File: config.mk
export PLATFORM = sky130hd
export DESIGN_NAME = dual_channel_dma_controller
export DESIGN_NICKNAME = d
export VERILOG_FILES = /design/src/dma_pkg.sv /design/src/dual_channel_dma_controller.sv
export VERILOG_INCLUDE_DIRS = /design/src
export SDC_FILE = /design/constraint.sdc
export NUM_CORES = 1
export LEC_CHECK = 0
export ABC_AREA = 1
export BUFFER_PORTS_ARGS = -buffer_cell sky130_fd_sc_hd__buf_2
export CAP_MARGIN = 20
export CORE_MARGIN = 10
export CORE_UTILIZATION = 50
export CTS_CLUSTER_SIZE = 25
export DETAILED_ROUTE_END_ITERATION = 12
export PLACE_DENSITY = 0.68
export RECOVER_POWER = 100
export SLEW_MARGIN = 15
export SYNTH_ARGS = -nofsm -noshare
export SYNTH_HDL_FRONTEND = slang
export SYNTH_HIERARCHICAL = 1
export SYNTH_SLANG_ARGS = --single-unit
File: constraint.sdc
create_clock -name i_clk_sys -period 5.3 [get_ports i_clk_sys]
set_clock_uncertainty 0.15 [all_clocks]
set_input_delay 0.795 -clock i_clk_sys [delete_from_list [all_inputs] [get_ports i_clk_sys]]
set_output_delay 0.795 -clock i_clk_sys [all_outputs]
set_load 0.05 [all_outputs]
File: src/dma_defs.svh
// Field positions, address step codes, reset values and sizes of the two-channel DMA controller.
`ifndef DMA_DEFS_SVH
`define DMA_DEFS_SVH

// ============================================================
// Channel mode register 1 fields
`define M1_SRC_LSB 0
`define M1_DST_LSB 2
`define M1_TMS     4
`define M1_LOW     5
`define M1_DAUE    6
`define M1_CEN     7

// ============================================================
// Channel mode register 2 fields
`define M2_HR_LSB  0
`define M2_SWT     4
`define M2_RLD     5

// ============================================================
// Address step codes
`define STEP_HOLD  2'h0
`define STEP_INC   2'h1
`define STEP_DEC   2'h2

// ============================================================
// Reset values and sizes
`define M1_RST     8'h00
`define HR_RST     4'h0
`define WORD_RST   16'h0000
`define BYTE_RST   8'h00
`define FIFO_DEPTH 16

`endif

File: src/dma_pkg.sv
// Types shared by the two-channel DMA controller.
package dma_pkg;

    // ============================================================
    // Engine states
    typedef enum logic [1:0] {
        S_IDLE = 2'b00,
        S_READ = 2'b01,
        S_PUSH = 2'b10
    } eng_state_t;

    // ============================================================
    // Register selects shared by both channels
    typedef enum logic [2:0] {
        SEL_MODE1  = 3'b000,
        SEL_MODE2  = 3'b001,
        SEL_SRC_LO = 3'b010,
        SEL_SRC_HI = 3'b011,
        SEL_DST_LO = 3'b100,
        SEL_DST_HI = 3'b101,
        SEL_CNT_LO = 3'b110,
        SEL_CNT_HI = 3'b111
    } reg_sel_t;

    // ============================================================
    // Carriers
    typedef struct packed {
        logic       wr;
        logic       rd;
        reg_sel_t   sel;
        logic [7:0] wdata;
    } reg_req_t;

    typedef struct packed {
        logic [15:0] addr;
        logic [7:0]  data;
    } wr_beat_t;

endpackage

File: src/dual_channel_dma_controller.sv
// Two-channel byte DMA controller with its write-side FIFO.
`timescale 1ns/10ps
`include "dma_defs.svh"

// ============================================================
// Synchronous FIFO
module dma_fifo #(
    parameter int WIDTH = 24,
    parameter int DEPTH = `FIFO_DEPTH
) (
    // Clock and reset
    input  wire              i_clk_sys,
    input  wire              i_arst_n,
    // Fill side
    input  wire              i_in_valid,
    output logic             o_in_ready,
    input  wire [WIDTH-1:0]  i_in_data,
    // Drain side
    output logic             o_out_valid,
    input  wire              i_out_ready,
    output logic [WIDTH-1:0] o_out_data
);
    localparam int AW = $clog2(DEPTH);
    logic [WIDTH-1:0] mem [DEPTH];
    logic [AW:0]      wp_q;
    logic [AW:0]      rp_q;
    wire              push = i_in_valid & o_in_ready;
    wire              pop  = o_out_valid & i_out_ready;
    assign o_in_ready  = (wp_q - rp_q) != (AW+1)'(DEPTH);
    assign o_out_valid = wp_q != rp_q;
    assign o_out_data  = mem[rp_q[AW-1:0]];
    always_ff @(posedge i_clk_sys) begin
        if (push) begin
            mem[wp_q[AW-1:0]] <= i_in_data;
        end
    end
    always_ff @(posedge i_clk_sys or negedge i_arst_n) begin
        if (!i_arst_n) begin
            wp_q <= '0;
            rp_q <= '0;
        end else begin
            wp_q <= wp_q + (AW+1)'(push);
            rp_q <= rp_q + (AW+1)'(pop);
        end
    end
endmodule // dma_fifo

// ============================================================
// Controller top
module dual_channel_dma_controller
    import dma_pkg::*;
#(
    parameter int NREQ = 16
) (
    // Clock and reset
    input  wire              i_clk_sys,
    input  wire              i_arst_n,
    // Register access
    input  reg_req_t         i_reg,
    input  wire              i_channel_index,
    input  wire              i_reload_disable,
    output logic [7:0]       o_rdata,
    // Requests and processor state
    input  wire [NREQ-1:0]   i_irq_req,
    input  wire              i_cpu_irq_active,
    // Status
    input  wire [1:0]        i_uflow_clr,
    input  wire              i_dma_irq_clr,
    output logic [1:0]       o_uflow,
    output logic [1:0]       o_suspend_flag,
    output logic             o_dma_irq,
    // Memory read
    output logic             o_mem_rd,
    output logic [15:0]      o_mem_raddr,
    input  wire              i_mem_rvalid,
    input  wire [7:0]        i_mem_rdata,
    // Memory write
    output logic             o_mem_wr,
    output logic [15:0]      o_mem_waddr,
    output logic [7:0]       o_mem_wdata,
    input  wire              i_mem_wready
);
    function automatic logic [15:0] step(input logic [15:0] a, input logic [1:0] m);
        case (m)
            `STEP_INC: step = a + 16'h0001;
            `STEP_DEC: step = a - 16'h0001;
            default:   step = a;
        endcase
    endfunction
    logic [7:0]      m1_q  [2];
    logic [3:0]      hr_q  [2];
    logic [15:0]     src_q [2];
    logic [15:0]     dst_q [2];
    logic [15:0]     cnt_q [2];
    logic [15:0]     src_rl_q [2];
    logic [15:0]     dst_rl_q [2];
    logic [15:0]     cnt_rl_q [2];
    logic [1:0]      pend_q;
    logic [NREQ-1:0] req_prev_q;
    logic            cpu_prev_q;
    logic [7:0]      wtmp_q;
    logic [7:0]      rtmp_q;
    logic [7:0]      byte_q;
    eng_state_t      st_q;
    logic            ch_q;
    wr_beat_t        beat_in;
    wr_beat_t        beat_out;
    logic            f_in_ready;
    logic            f_out_valid;

    // ============================================================
    // Decoding
    wire        c        = i_channel_index;
    wire        wr_m1    = i_reg.wr && i_reg.sel == SEL_MODE1;
    wire        wr_m2    = i_reg.wr && i_reg.sel == SEL_MODE2;
    wire        wr_hi    = i_reg.wr && i_reg.sel[0] && i_reg.sel != SEL_MODE2;
    wire [15:0] wword    = {i_reg.wdata, wtmp_q};
    wire        wr_latch = wr_hi;
    wire        wr_work  = wr_hi && !m1_q[c][`M1_LOW];
    wire [15:0] rword    = (i_reg.sel[2:1] == 2'b01) ? src_q[c] :
                           (i_reg.sel[2:1] == 2'b10) ? dst_q[c] : cnt_q[c];
    wire        cpu_rise = i_cpu_irq_active & ~cpu_prev_q;
    wire        cpu_fall = ~i_cpu_irq_active & cpu_prev_q;
    wire        pushing  = st_q == S_PUSH && f_in_ready;
    wire        uf_now   = cnt_q[ch_q] == 16'h0000;
    wire        f_out_rd = ~o_mem_wr | i_mem_wready;
    wire [1:0]  hw_edge;
    wire [1:0]  sw_trig;
    wire [1:0]  en;
    wire [1:0]  elig;
    wire [1:0]  done;
    wire [1:0]  resume;
    genvar g;
    generate
        for (g = 0; g < 2; g++) begin : g_ch
            assign en[g]      = m1_q[g][`M1_CEN];
            assign hw_edge[g] = i_irq_req[hr_q[g]] & ~req_prev_q[hr_q[g]];
            assign sw_trig[g] = wr_m2 && c == g && i_reg.wdata[`M2_SWT];
            assign elig[g]    = pend_q[g] & en[g] & ~o_suspend_flag[g];
            assign done[g]    = pushing && ch_q == g
                                && (!m1_q[g][`M1_TMS] || uf_now);
            assign resume[g]  = cpu_fall | (wr_m1 && c == g && i_reg.wdata[`M1_CEN]);
        end
    endgenerate
    assign beat_in = '{addr: dst_q[ch_q], data: byte_q};
    dma_fifo #(
        .WIDTH ($bits(wr_beat_t)),
        .DEPTH (`FIFO_DEPTH)
    ) u_fifo (
        .i_clk_sys   (i_clk_sys),
        .i_arst_n    (i_arst_n),
        .i_in_valid  (st_q == S_PUSH),
        .o_in_ready  (f_in_ready),
        .i_in_data   (beat_in),
        .o_out_valid (f_out_valid),
        .i_out_ready (f_out_rd),
        .o_out_data  (beat_out)
    );

    // ============================================================
    // Engine
    always_ff @(posedge i_clk_sys or negedge i_arst_n) begin
        if (!i_arst_n) begin
            st_q        <= S_IDLE;
            ch_q        <= 1'b0;
            byte_q      <= `BYTE_RST;
            o_mem_rd    <= 1'b0;
            o_mem_raddr <= `WORD_RST;
        end else begin
            o_mem_rd <= 1'b0;
            case (st_q)
                S_IDLE: begin
                    if (elig != 2'b00) begin
                        ch_q        <= ~elig[0];
                        o_mem_rd    <= 1'b1;
                        o_mem_raddr <= elig[0] ? src_q[0] : src_q[1];
                        st_q        <= S_READ;
                    end
                end
                S_READ: begin
                    if (i_mem_rvalid) begin
                        byte_q <= i_mem_rdata;
                        st_q   <= S_PUSH;
                    end
                end
                S_PUSH: begin
                    if (f_in_ready) begin
                        st_q <= S_IDLE;
                    end
                end
                default: st_q <= S_IDLE;
            endcase
        end
    end

    // ============================================================
    // Write side
    always_ff @(posedge i_clk_sys or negedge i_arst_n) begin
        if (!i_arst_n) begin
            o_mem_wr    <= 1'b0;
            o_mem_waddr <= `WORD_RST;
            o_mem_wdata <= `BYTE_RST;
        end else if (f_out_rd) begin
            o_mem_wr    <= f_out_valid;
            o_mem_waddr <= beat_out.addr;
            o_mem_wdata <= beat_out.data;
        end
    end

    // ============================================================
    // Register access, requests and status
    always_ff @(posedge i_clk_sys or negedge i_arst_n) begin
        if (!i_arst_n) begin
            wtmp_q         <= `BYTE_RST;
            rtmp_q         <= `BYTE_RST;
            o_rdata        <= `BYTE_RST;
            pend_q         <= 2'h0;
            req_prev_q     <= '0;
            cpu_prev_q     <= 1'b0;
            o_uflow        <= 2'h0;
            o_suspend_flag <= 2'h0;
            o_dma_irq      <= 1'b0;
            for (int i = 0; i < 2; i++) begin
                m1_q[i]     <= `M1_RST;
                hr_q[i]     <= `HR_RST;
                src_q[i]    <= `WORD_RST;
                dst_q[i]    <= `WORD_RST;
                cnt_q[i]    <= `WORD_RST;
                src_rl_q[i] <= `WORD_RST;
                dst_rl_q[i] <= `WORD_RST;
                cnt_rl_q[i] <= `WORD_RST;
            end
        end else begin
            req_prev_q <= i_irq_req;
            cpu_prev_q <= i_cpu_irq_active;
            if (i_reg.wr && !i_reg.sel[0]) begin
                wtmp_q <= i_reg.wdata;
            end
            if (i_reg.rd) begin
                case (i_reg.sel)
                    SEL_MODE1: o_rdata <= m1_q[c];
                    SEL_MODE2: o_rdata <= {4'h0, hr_q[c]};
                    SEL_SRC_HI, SEL_DST_HI, SEL_CNT_HI: begin
                        o_rdata <= rword[15:8];
                        rtmp_q  <= rword[7:0];
                    end
                    default: o_rdata <= rtmp_q;
                endcase
            end
            if (i_dma_irq_clr) begin
                o_dma_irq <= 1'b0;
            end
            for (int i = 0; i < 2; i++) begin
                if (i_uflow_clr[i]) begin
                    o_uflow[i] <= 1'b0;
                end
                if (resume[i]) begin
                    o_suspend_flag[i] <= 1'b0;
                end
                if (cpu_rise && pend_q[i] && en[i]) begin
                    o_suspend_flag[i] <= 1'b1;
                end
                if (done[i] || !en[i]) begin
                    pend_q[i] <= 1'b0;
                end
                if (en[i] && (hw_edge[i] || sw_trig[i])) begin
                    pend_q[i] <= 1'b1;
                end
                if (wr_m1 && c == i) begin
                    m1_q[i] <= i_reg.wdata;
                end
                if (wr_m2 && c == i) begin
                    hr_q[i] <= i_reg.wdata[3:0];
                end
                if (pushing && ch_q == i) begin
                    if (uf_now) begin
                        cnt_q[i]   <= cnt_rl_q[i];
                        src_q[i]   <= i_reload_disable ? step(src_q[i], m1_q[i][1:0])
                                                       : src_rl_q[i];
                        dst_q[i]   <= i_reload_disable ? step(dst_q[i], m1_q[i][3:2])
                                                       : dst_rl_q[i];
                        o_uflow[i] <= 1'b1;
                        o_dma_irq  <= 1'b1;
                        if (m1_q[i][`M1_DAUE]) begin
                            m1_q[i][`M1_CEN] <= 1'b0;
                        end
                    end else begin
                        cnt_q[i] <= cnt_q[i] - 16'h0001;
                        src_q[i] <= step(src_q[i], m1_q[i][`M1_SRC_LSB +: 2]);
                        dst_q[i] <= step(dst_q[i], m1_q[i][`M1_DST_LSB +: 2]);
                    end
                end
                if (wr_latch && c == i) begin
                    case (i_reg.sel)
                        SEL_SRC_HI: src_rl_q[i] <= wword;
                        SEL_DST_HI: dst_rl_q[i] <= wword;
                        default:    cnt_rl_q[i] <= wword;
                    endcase
                end
                if (wr_work && c == i) begin
                    case (i_reg.sel)
                        SEL_SRC_HI: src_q[i] <= wword;
                        SEL_DST_HI: dst_q[i] <= wword;
                        default:    cnt_q[i] <= wword;
                    endcase
                end
                if (wr_m2 && c == i && i_reg.wdata[`M2_RLD]) begin
                    src_q[i] <= src_rl_q[i];
                    dst_q[i] <= dst_rl_q[i];
                    cnt_q[i] <= cnt_rl_q[i];
                end
            end
        end
    end
endmodule // dual_channel_dma_controller

==> results of run 1 <==
==> critical path: cells and delay by family, from the launching register on <==
kind,cells,cell delay [ps]
AOI/OAI and AO/OA,2,620
buffers and inverters,4,2220
DFF,1,400
and+or+nand+nor,3,870
==> cells by family (layout without fill, tap and decap cells) <==
family / after synthesis / after routing / share of synthesized area (%)
and+or+nand+nor: 1947 / 1947 / 21.2
buffers and inverters: 628 / 688 / 7.15
muxes: 33 / 33 / 0.994
DFF: 711 / 711 / 52.9
adders and majority gates: 22 / 22 / 0.739
AOI/OAI and AO/OA: 1085 / 1085 / 15.6
xor gates and xnor gates: 59 / 59 / 1.41
==> metrics by stage <==
stage          cells  setup slack, ps  util (%)
6_report        5514              941      55.1
5_1_grt         5514              699      55.1
4_1_cts         5513             1510      55.4
3_5_place_dp    5367             1410      51.7
3_3_place_gp    5366             1490      51.7
2_1_floorplan   4485             1940         -
==> Yosys cell counts, drive strengths merged <==
library cell / number / area [um2]
nand2: 1254 / 4760
o21ai: 569 / 2850
nor2: 406 / 1630
edfxtp: 384 / 11500
inv: 380 / 1430
a21oi: 342 / 1710
dfrtp: 327 / 8180
nand3: 224 / 1120
clkbuf: 127 / 479
buf: 116 / 738
o211ai: 53 / 398
a31oi: 38 / 238
xor2: 33 / 297
mux2: 32 / 360
o22ai: 32 / 200
xnor2: 26 / 228
ha: 22 / 275
nor3: 22 / 125
o21bai: 21 / 158
or2: 15 / 93.8
nand4: 14 / 87.6
o31ai: 7 / 52.6
a221oi: 6 / 52.6
and2: 6 / 37.5
a211oi: 5 / 37.5
clkinv: 5 / 18.8
nand3b: 3 / 22.5
nor4: 3 / 18.8
a22oi: 2 / 15.0
a41oi: 2 / 17.5
o21a: 2 / 15.0
o32ai: 2 / 17.5
a21o: 1 / 7.51
a22o: 1 / 8.76
a32o: 1 / 10.0
mux2i: 1 / 10.0
o221ai: 1 / 8.76
==> per-layer routing <==
metal | share of wire (%) | vias to the layer above
met5 | 0.0077 | -
met4 | 4.6 | 2
met3 | 6.6 | 257
met2 | 47 | 1262
met1 | 42 | 15051
li1 | - | 14982
==> state kept, by name, indices dropped and copies added (netlist names), 14 cells and up <==
name         flops
u_fifo/mem     384
cnt_q           32
cnt_rl_q        32
dst_q           32
dst_rl_q        32
src_q           32
src_rl_q        32
o_mem_raddr     16
o_mem_waddr     16
req_prev_q      16
m1_q            14
==> worst max-delay path by stage <==
stage / startpoint / endpoint / slack (ps)
after global placement: i_channel_index / cnt_q[10] / 1490
after CTS: u_fifo/rp_q[2] / u_fifo/mem[12][21] / 1510
after floorplan: u_fifo/rp_q[3] / u_fifo/mem[10][0] / 1940
after detailed placement: i_channel_index / cnt_q[10] / 1410
final: en[0] / o_mem_raddr[12] / 940
after global routing: ch_q / cnt_q[28] / 700
==> area by class of cell <==
cell class	count	area share [%]
inverter	385	3.55
clock inverter	41	1.31
timing repair buffer	157	1.95
multi-input combinational	3146	36.5
tap	969	2.97
sequential	711	48.3
clock buffer	105	5.47
==> report_power, final <==
part / internal, uW / total (uW) / switching [uW]
combinational: 2680 / 9210 / 6530
sequential: 7350 / 8640 / 1290
clock: 3400 / 5770 / 2370
==> results.sh, run 1 <==
export IMPL_cts_hold_repair_buffers=0
export IMPL_static_leakage_power_uw=0.0177
export IMPL_fillers=6824
export IMPL_arrival_ps=4750
export IMPL_post_route_fraction_of_the_period_consumed_by_the_critical_path_pct=82.2
export IMPL_whs_path_depth=1
export IMPL_cts_reportedPaths_clkPinSlew_ps=60
export IMPL_r2r_end="o_mem_raddr[12]"
export IMPL_ctsResizeCount=0
export IMPL_cts_setup_buffers=0
export IMPL_timing_reg2reg_setup_slack_ps=940
export IMPL_clk_insertion_delay_late_ps=640
export IMPL_r2r_worst_path_cells=9
export IMPL_peakVddDrop_mv=0.367
export IMPL_initial_core_util_pct=50.2
export IMPL_fin_tns_setup_ps=0
export IMPL_top_usage_layer="met2"
export IMPL_grt_usage_pct=26.8
export IMPL_die_w_um=293
export IMPL_num_vias=31554
export IMPL_timing_final_setup_violations=0
export IMPL_max_freq_mhz=229
export IMPL_mostFrequentLayoutCell="nand2_1"
export IMPL_max_slew_margin_pct=-71.2
export IMPL_synthesis_yosys_warnings=6
export IMPL_design_die_area_um2=85800
export IMPL_final_cell_area_um2=40900
export IMPL_fp_coreArea_um2=74200
export IMPL_post_route_cells_drive_above_1_share_pct=6.47
export IMPL_syn_inst=4485
export IMPL_fin_worst_hold_slack_ps=120
export IMPL_grt_max_degree=100
export IMPL_crit_path_end_kind="flop"
export IMPL_worstMarginPinSlew_ps=2570
export IMPL_drc=0
export IMPL_die_height_um=293
export IMPL_boundaryPins=102
export IMPL_final_antenna_net_count=0
export IMPL_most_prevalent_standard_cell_on_the_critical_path="inv_1"
export IMPL_wl_per_instance_um=21.3
export IMPL_syn_avg_cell_area_um2=8.30
export IMPL_multi_input_area_um2=14900
export IMPL_finalHoldViolations=0
export IMPL_crit_path_max_fo=33
export IMPL_min_delay_path_class="input pin to flop"
export IMPL_synth_lib_cells_used_distinct=54
export IMPL_drt_first_pass_iters=6
export IMPL_delay_of_the_slowest_critical_path_stage_ps=840
export IMPL_timing_final_max_slew_violations=193
export IMPL_cts_made_buffers=79
export IMPL_initialDrtViolationCount=3241
export IMPL_mostFrequentLayoutCells="nand2_1, o21ai_0, edfxtp_1, nor2_1, inv_1"
export IMPL_vias_per_cell=5.72
export IMPL_critPathLaunchType="flop"
export IMPL_hp_start="i_irq_req[12]"
export IMPL_synth_sequential_area_ratio_pct=52.9
export IMPL_port_buffers=101
export IMPL_rsz0062_at_grt="false"
export IMPL_layout_min_cycle_time_ps=4360
export IMPL_failed_checks="max-capacitance violations, max-slew violations"
export IMPL_crit_required_ps=5690
export IMPL_globalRouteMet2Util_pct=44.1
export IMPL_routed_wirelength_um=117000
export IMPL_pnr_total_power_uw=23600
export IMPL_h_tree_level_count=3
export IMPL_crit_type="flop to flop"
export IMPL_cts_tree="yes"
export IMPL_n_antenna_cell=0
export IMPL_dp_hpwl_um=74000
export IMPL_run_status="finished, violations left"
export IMPL_power_density_cell_area_nw_per_um2=578
export IMPL_num_nets_final=4549
export IMPL_synth_net_count=4554
export IMPL_clk_path_buf_depth=3
export IMPL_grt_overflow_total=0
export IMPL_capture_endpoint_of_the_worst_hold_path="req_prev_q[12]"
export IMPL_first_global_vias=29501
export IMPL_crit_path_top_delay_cell="clkbuf_1"
export IMPL_sink_count=711
export IMPL_antenna_violations_before_repair=1
export IMPL_drv_max_cap_violation_count=4
export IMPL_post_synth_instance_area_um2=37200
export IMPL_sequential_cell_area_um2=19700
export IMPL_dpl_cell_area_um2=38400
export IMPL_r2r_start="en[0]"
export IMPL_areaGrowthSynthToFinish_pct=9.69
export IMPL_chain_of_cells_forming_the_critical_path="inv_1 > nor3_1 > clkbuf_1 > inv_1 > o21ai_0 > nand3_1 > inv_2 > nor2_1 > a31oi_1"
export IMPL_synth_ff_latch_count=711
export IMPL_fp_row_count=100
export IMPL_routability_congestion_estimate=0.969
export IMPL_grt_met3_usage_pct=3.66
export IMPL_grt_pass1_wl_um=180000
export IMPL_root_buffer_cell="clkbuf_16"
export IMPL_grt_use_met1_pct=35.2
Power figures use the tool's default switching activity.
==> inputs of run 2 (changes only) <==
PLACE_DENSITY = 0.71   (was 0.68)
clock period = 3.6 ns   (was 5.3 ns; I/O delays follow)
==> results.sh, run 2 (synthesis gave the netlist of run 1 again) <==
export IMPL_wl_per_instance_um=21.1
export IMPL_cts_made_buffers=77
export IMPL_drv_max_cap_violation_count=3
export IMPL_grt_overflow_total=0
export IMPL_clock_power_share_pct=24.0
export IMPL_static_leakage_power_uw=0.0181
export IMPL_grt_pass1_wl_um=181000
export IMPL_delay_of_the_slowest_critical_path_stage_ps=530
export IMPL_critical_path_top_delay_family="simple AND/OR/NAND/NOR gates"
export IMPL_fp_row_count=100
export IMPL_cts_hold_repair_buffers=30
export IMPL_portion_of_total_power_attributed_to_sequential_cells_pct=36.2
export IMPL_max_freq_mhz=298
export IMPL_max_slew_margin_pct=-41.2
export IMPL_timing_final_max_slew_violations=247
export IMPL_whs_path_depth=3
export IMPL_initialDrtViolationCount=3537
export IMPL_vias_per_cell=5.77
export IMPL_clk_path_buf_depth=3
export IMPL_h_tree_level_count=3
export IMPL_most_prevalent_standard_cell_on_the_critical_path="nand2_1"
export IMPL_netSwitchingPower_uw=15100
export IMPL_mostFrequentLayoutCell="nand2_1"
export IMPL_crit_path_top_delay_cell="nand2_1"
export IMPL_final_instance_count_excl_fill=5595
export IMPL_min_delay_path_class="input pin to flop"
export IMPL_critPathBufInv=3
export IMPL_post_route_fraction_of_the_period_consumed_by_the_critical_path_pct=93.2
export IMPL_timing_reg2reg_setup_slack_ps=240
export IMPL_die_w_um=293
export IMPL_pre_cts_ws_ps=437
export IMPL_root_buffer_cell="clkbuf_16"
export IMPL_chain_of_cells_forming_the_critical_path="ha_1 > nand2_1 > inv_1 > nand2_1 > nand2_1 > nand2_1 > nand2_1 > nand2_1 > nand2_1 > buf_4 > nor2_4 > buf_6"
export IMPL_finalHoldViolations=0
export IMPL_num_vias=32262
export IMPL_share_comb_of_total_power_pct=39.9
export IMPL_worstMarginPinSlew_ps=2120
export IMPL_critPathLaunchType="flop"
export IMPL_arrival_ps=3510
export IMPL_cts_reportedPaths_clkPinSlew_ps=60
export IMPL_fillers=6754
export IMPL_grt_max_degree=103
export IMPL_sink_count=711
export IMPL_drt_first_pass_iters=8
export IMPL_largest_reg_flops=384
export IMPL_layout_min_cycle_time_ps=3360
export IMPL_sequential_cell_area_um2=19700
export IMPL_crit_path_end_kind="flop"
export IMPL_rsz0062_at_grt="false"
export IMPL_routed_wirelength_um=118000
export IMPL_post_route_worst_setup_slack_ps=245
export IMPL_mostFrequentLayoutCells="nand2_1, o21ai_0, edfxtp_1, nor2_1, inv_1"
export IMPL_design_die_area_um2=85800
export IMPL_dp_hpwl_um=76400
export IMPL_ctsResizeCount=0
export IMPL_crit_required_ps=3750
export IMPL_die_height_um=293
export IMPL_port_buffers=101
export IMPL_cts_setup_buffers=0
export IMPL_multi_input_area_um2=14900
export IMPL_worstSetupPathDepth=12
export IMPL_routability_congestion_estimate=0.986
export IMPL_num_nets_final=4632
export IMPL_place_inst=5423
export IMPL_fin_tns_setup_ps=0
export IMPL_final_antenna_net_count=0
export IMPL_timing_final_setup_violations=0
export IMPL_cts_tree="yes"
export IMPL_peakVddDrop_mv=0.488
export IMPL_drc=0
export IMPL_run_status="finished, violations left"
export IMPL_initial_core_util_pct=50.2
export IMPL_fin_worst_hold_slack_ps=70.0
export IMPL_antenna_violations_before_repair=0
export IMPL_power_switching_share_pct=43.1
export IMPL_areaGrowthSynthToFinish_pct=11.8
export IMPL_crit_path_max_fo=20
export IMPL_grt_usage_pct=27.0
export IMPL_power_density_cell_area_nw_per_um2=840
export IMPL_failed_checks="max-capacitance violations, max-slew violations"
export IMPL_r2r_worst_path_cells=12
export IMPL_clk_insertion_delay_late_ps=640
export IMPL_crit_type="flop to flop"
export IMPL_internal_power_uw=19900
export IMPL_post_route_cells_drive_above_1_share_pct=7.07
export IMPL_first_global_vias=30534
export IMPL_boundaryPins=102
export IMPL_fp_coreArea_um2=74200
## run 2: changes by cell type in the layout (fill, tap and decap cells not counted), moves of 3 or more
cell | previous run | this run
o21ai_0 | 534 | 526
clkbuf_8 | 14 | 11
dlygate4sd3_1 | 0 | 30
clkbuf_4 | 0 | 5
buf_4 | 25 | 49
o21ai_1 | 34 | 42
buf_12 | 4 | 19
clkbuf_16 | 80 | 77
buf_2 | 35 | 27
clkbuf_1 | 100 | 119
## run 2: path summary, 6_finish.rpt
path                                endpoint      startpoint
max                        u_fifo/mem[15][2]  u_fifo/wp_q[2]
min                               o_rdata[2]       i_reg[11]
max reg2reg                u_fifo/mem[15][2]  u_fifo/wp_q[2]
min reg2reg                          st_q[0]         st_q[1]
max in group asynchronous     u_fifo/rp_q[0]        i_arst_n
min in group asynchronous     o_mem_raddr[8]        i_arst_n
## run 2: layout make-up
| cell class | instances | share of cell area [%] |
|---|---|---|
| flip-flops and latches | 711 | 47.4 |
| repair buffers | 242 | 3.98 |
| clock inverters | 39 | 1.35 |
| diodes | 1 | 0.00601 |
| well taps | 969 | 2.91 |
| multi-input cells | 3146 | 35.8 |
| inverters | 385 | 3.48 |
| clock buffers | 102 | 5.12 |
## run 2: layer usage
metal / vias to the layer above / track usage, % / part of all wire [%]
met1: 15372 / 35.0 / 40
met3: 320 / 4.29 / 7.7
met5: - / 0 / 0
met4: 0 / 13.3 / 5.4
met2: 1439 / 43.7 / 46
li1: 15131 / - / -
## run 2: through the flow
| stage | instance area [um2] | utilization (%) | power [uW] |
|---|---|---|---|
| after floorplan | 37200 | - | 22000 |
| after global placement | 39000 | 52.6 | 26400 |
| after detailed placement | 39000 | 52.6 | 26700 |
| after CTS | 42000 | 56.6 | 35100 |
| after global routing | 41600 | 56.1 | 37100 |
| final | 41600 | 56.1 | 35000 |
## run 2: power groups by stage
stage	registers, uW	logic [uW]	clock network (uW)
final	12700	13900	8380
after global routing	12800	15500	8780
after CTS	12600	14100	8460
after detailed placement	12700	14000	0
after global placement	12700	13800	0
after floorplan	12800	9170	0
## run 2: worst reg2reg max path, delay by kind of cell (launching register included)
| family | cells | cell delay, ps |
|---|---|---|
| fa+ha+maj | 1 | 400 |
| simple gates | 8 | 1170 |
| flops | 1 | 450 |
| buf+inv | 3 | 800 |
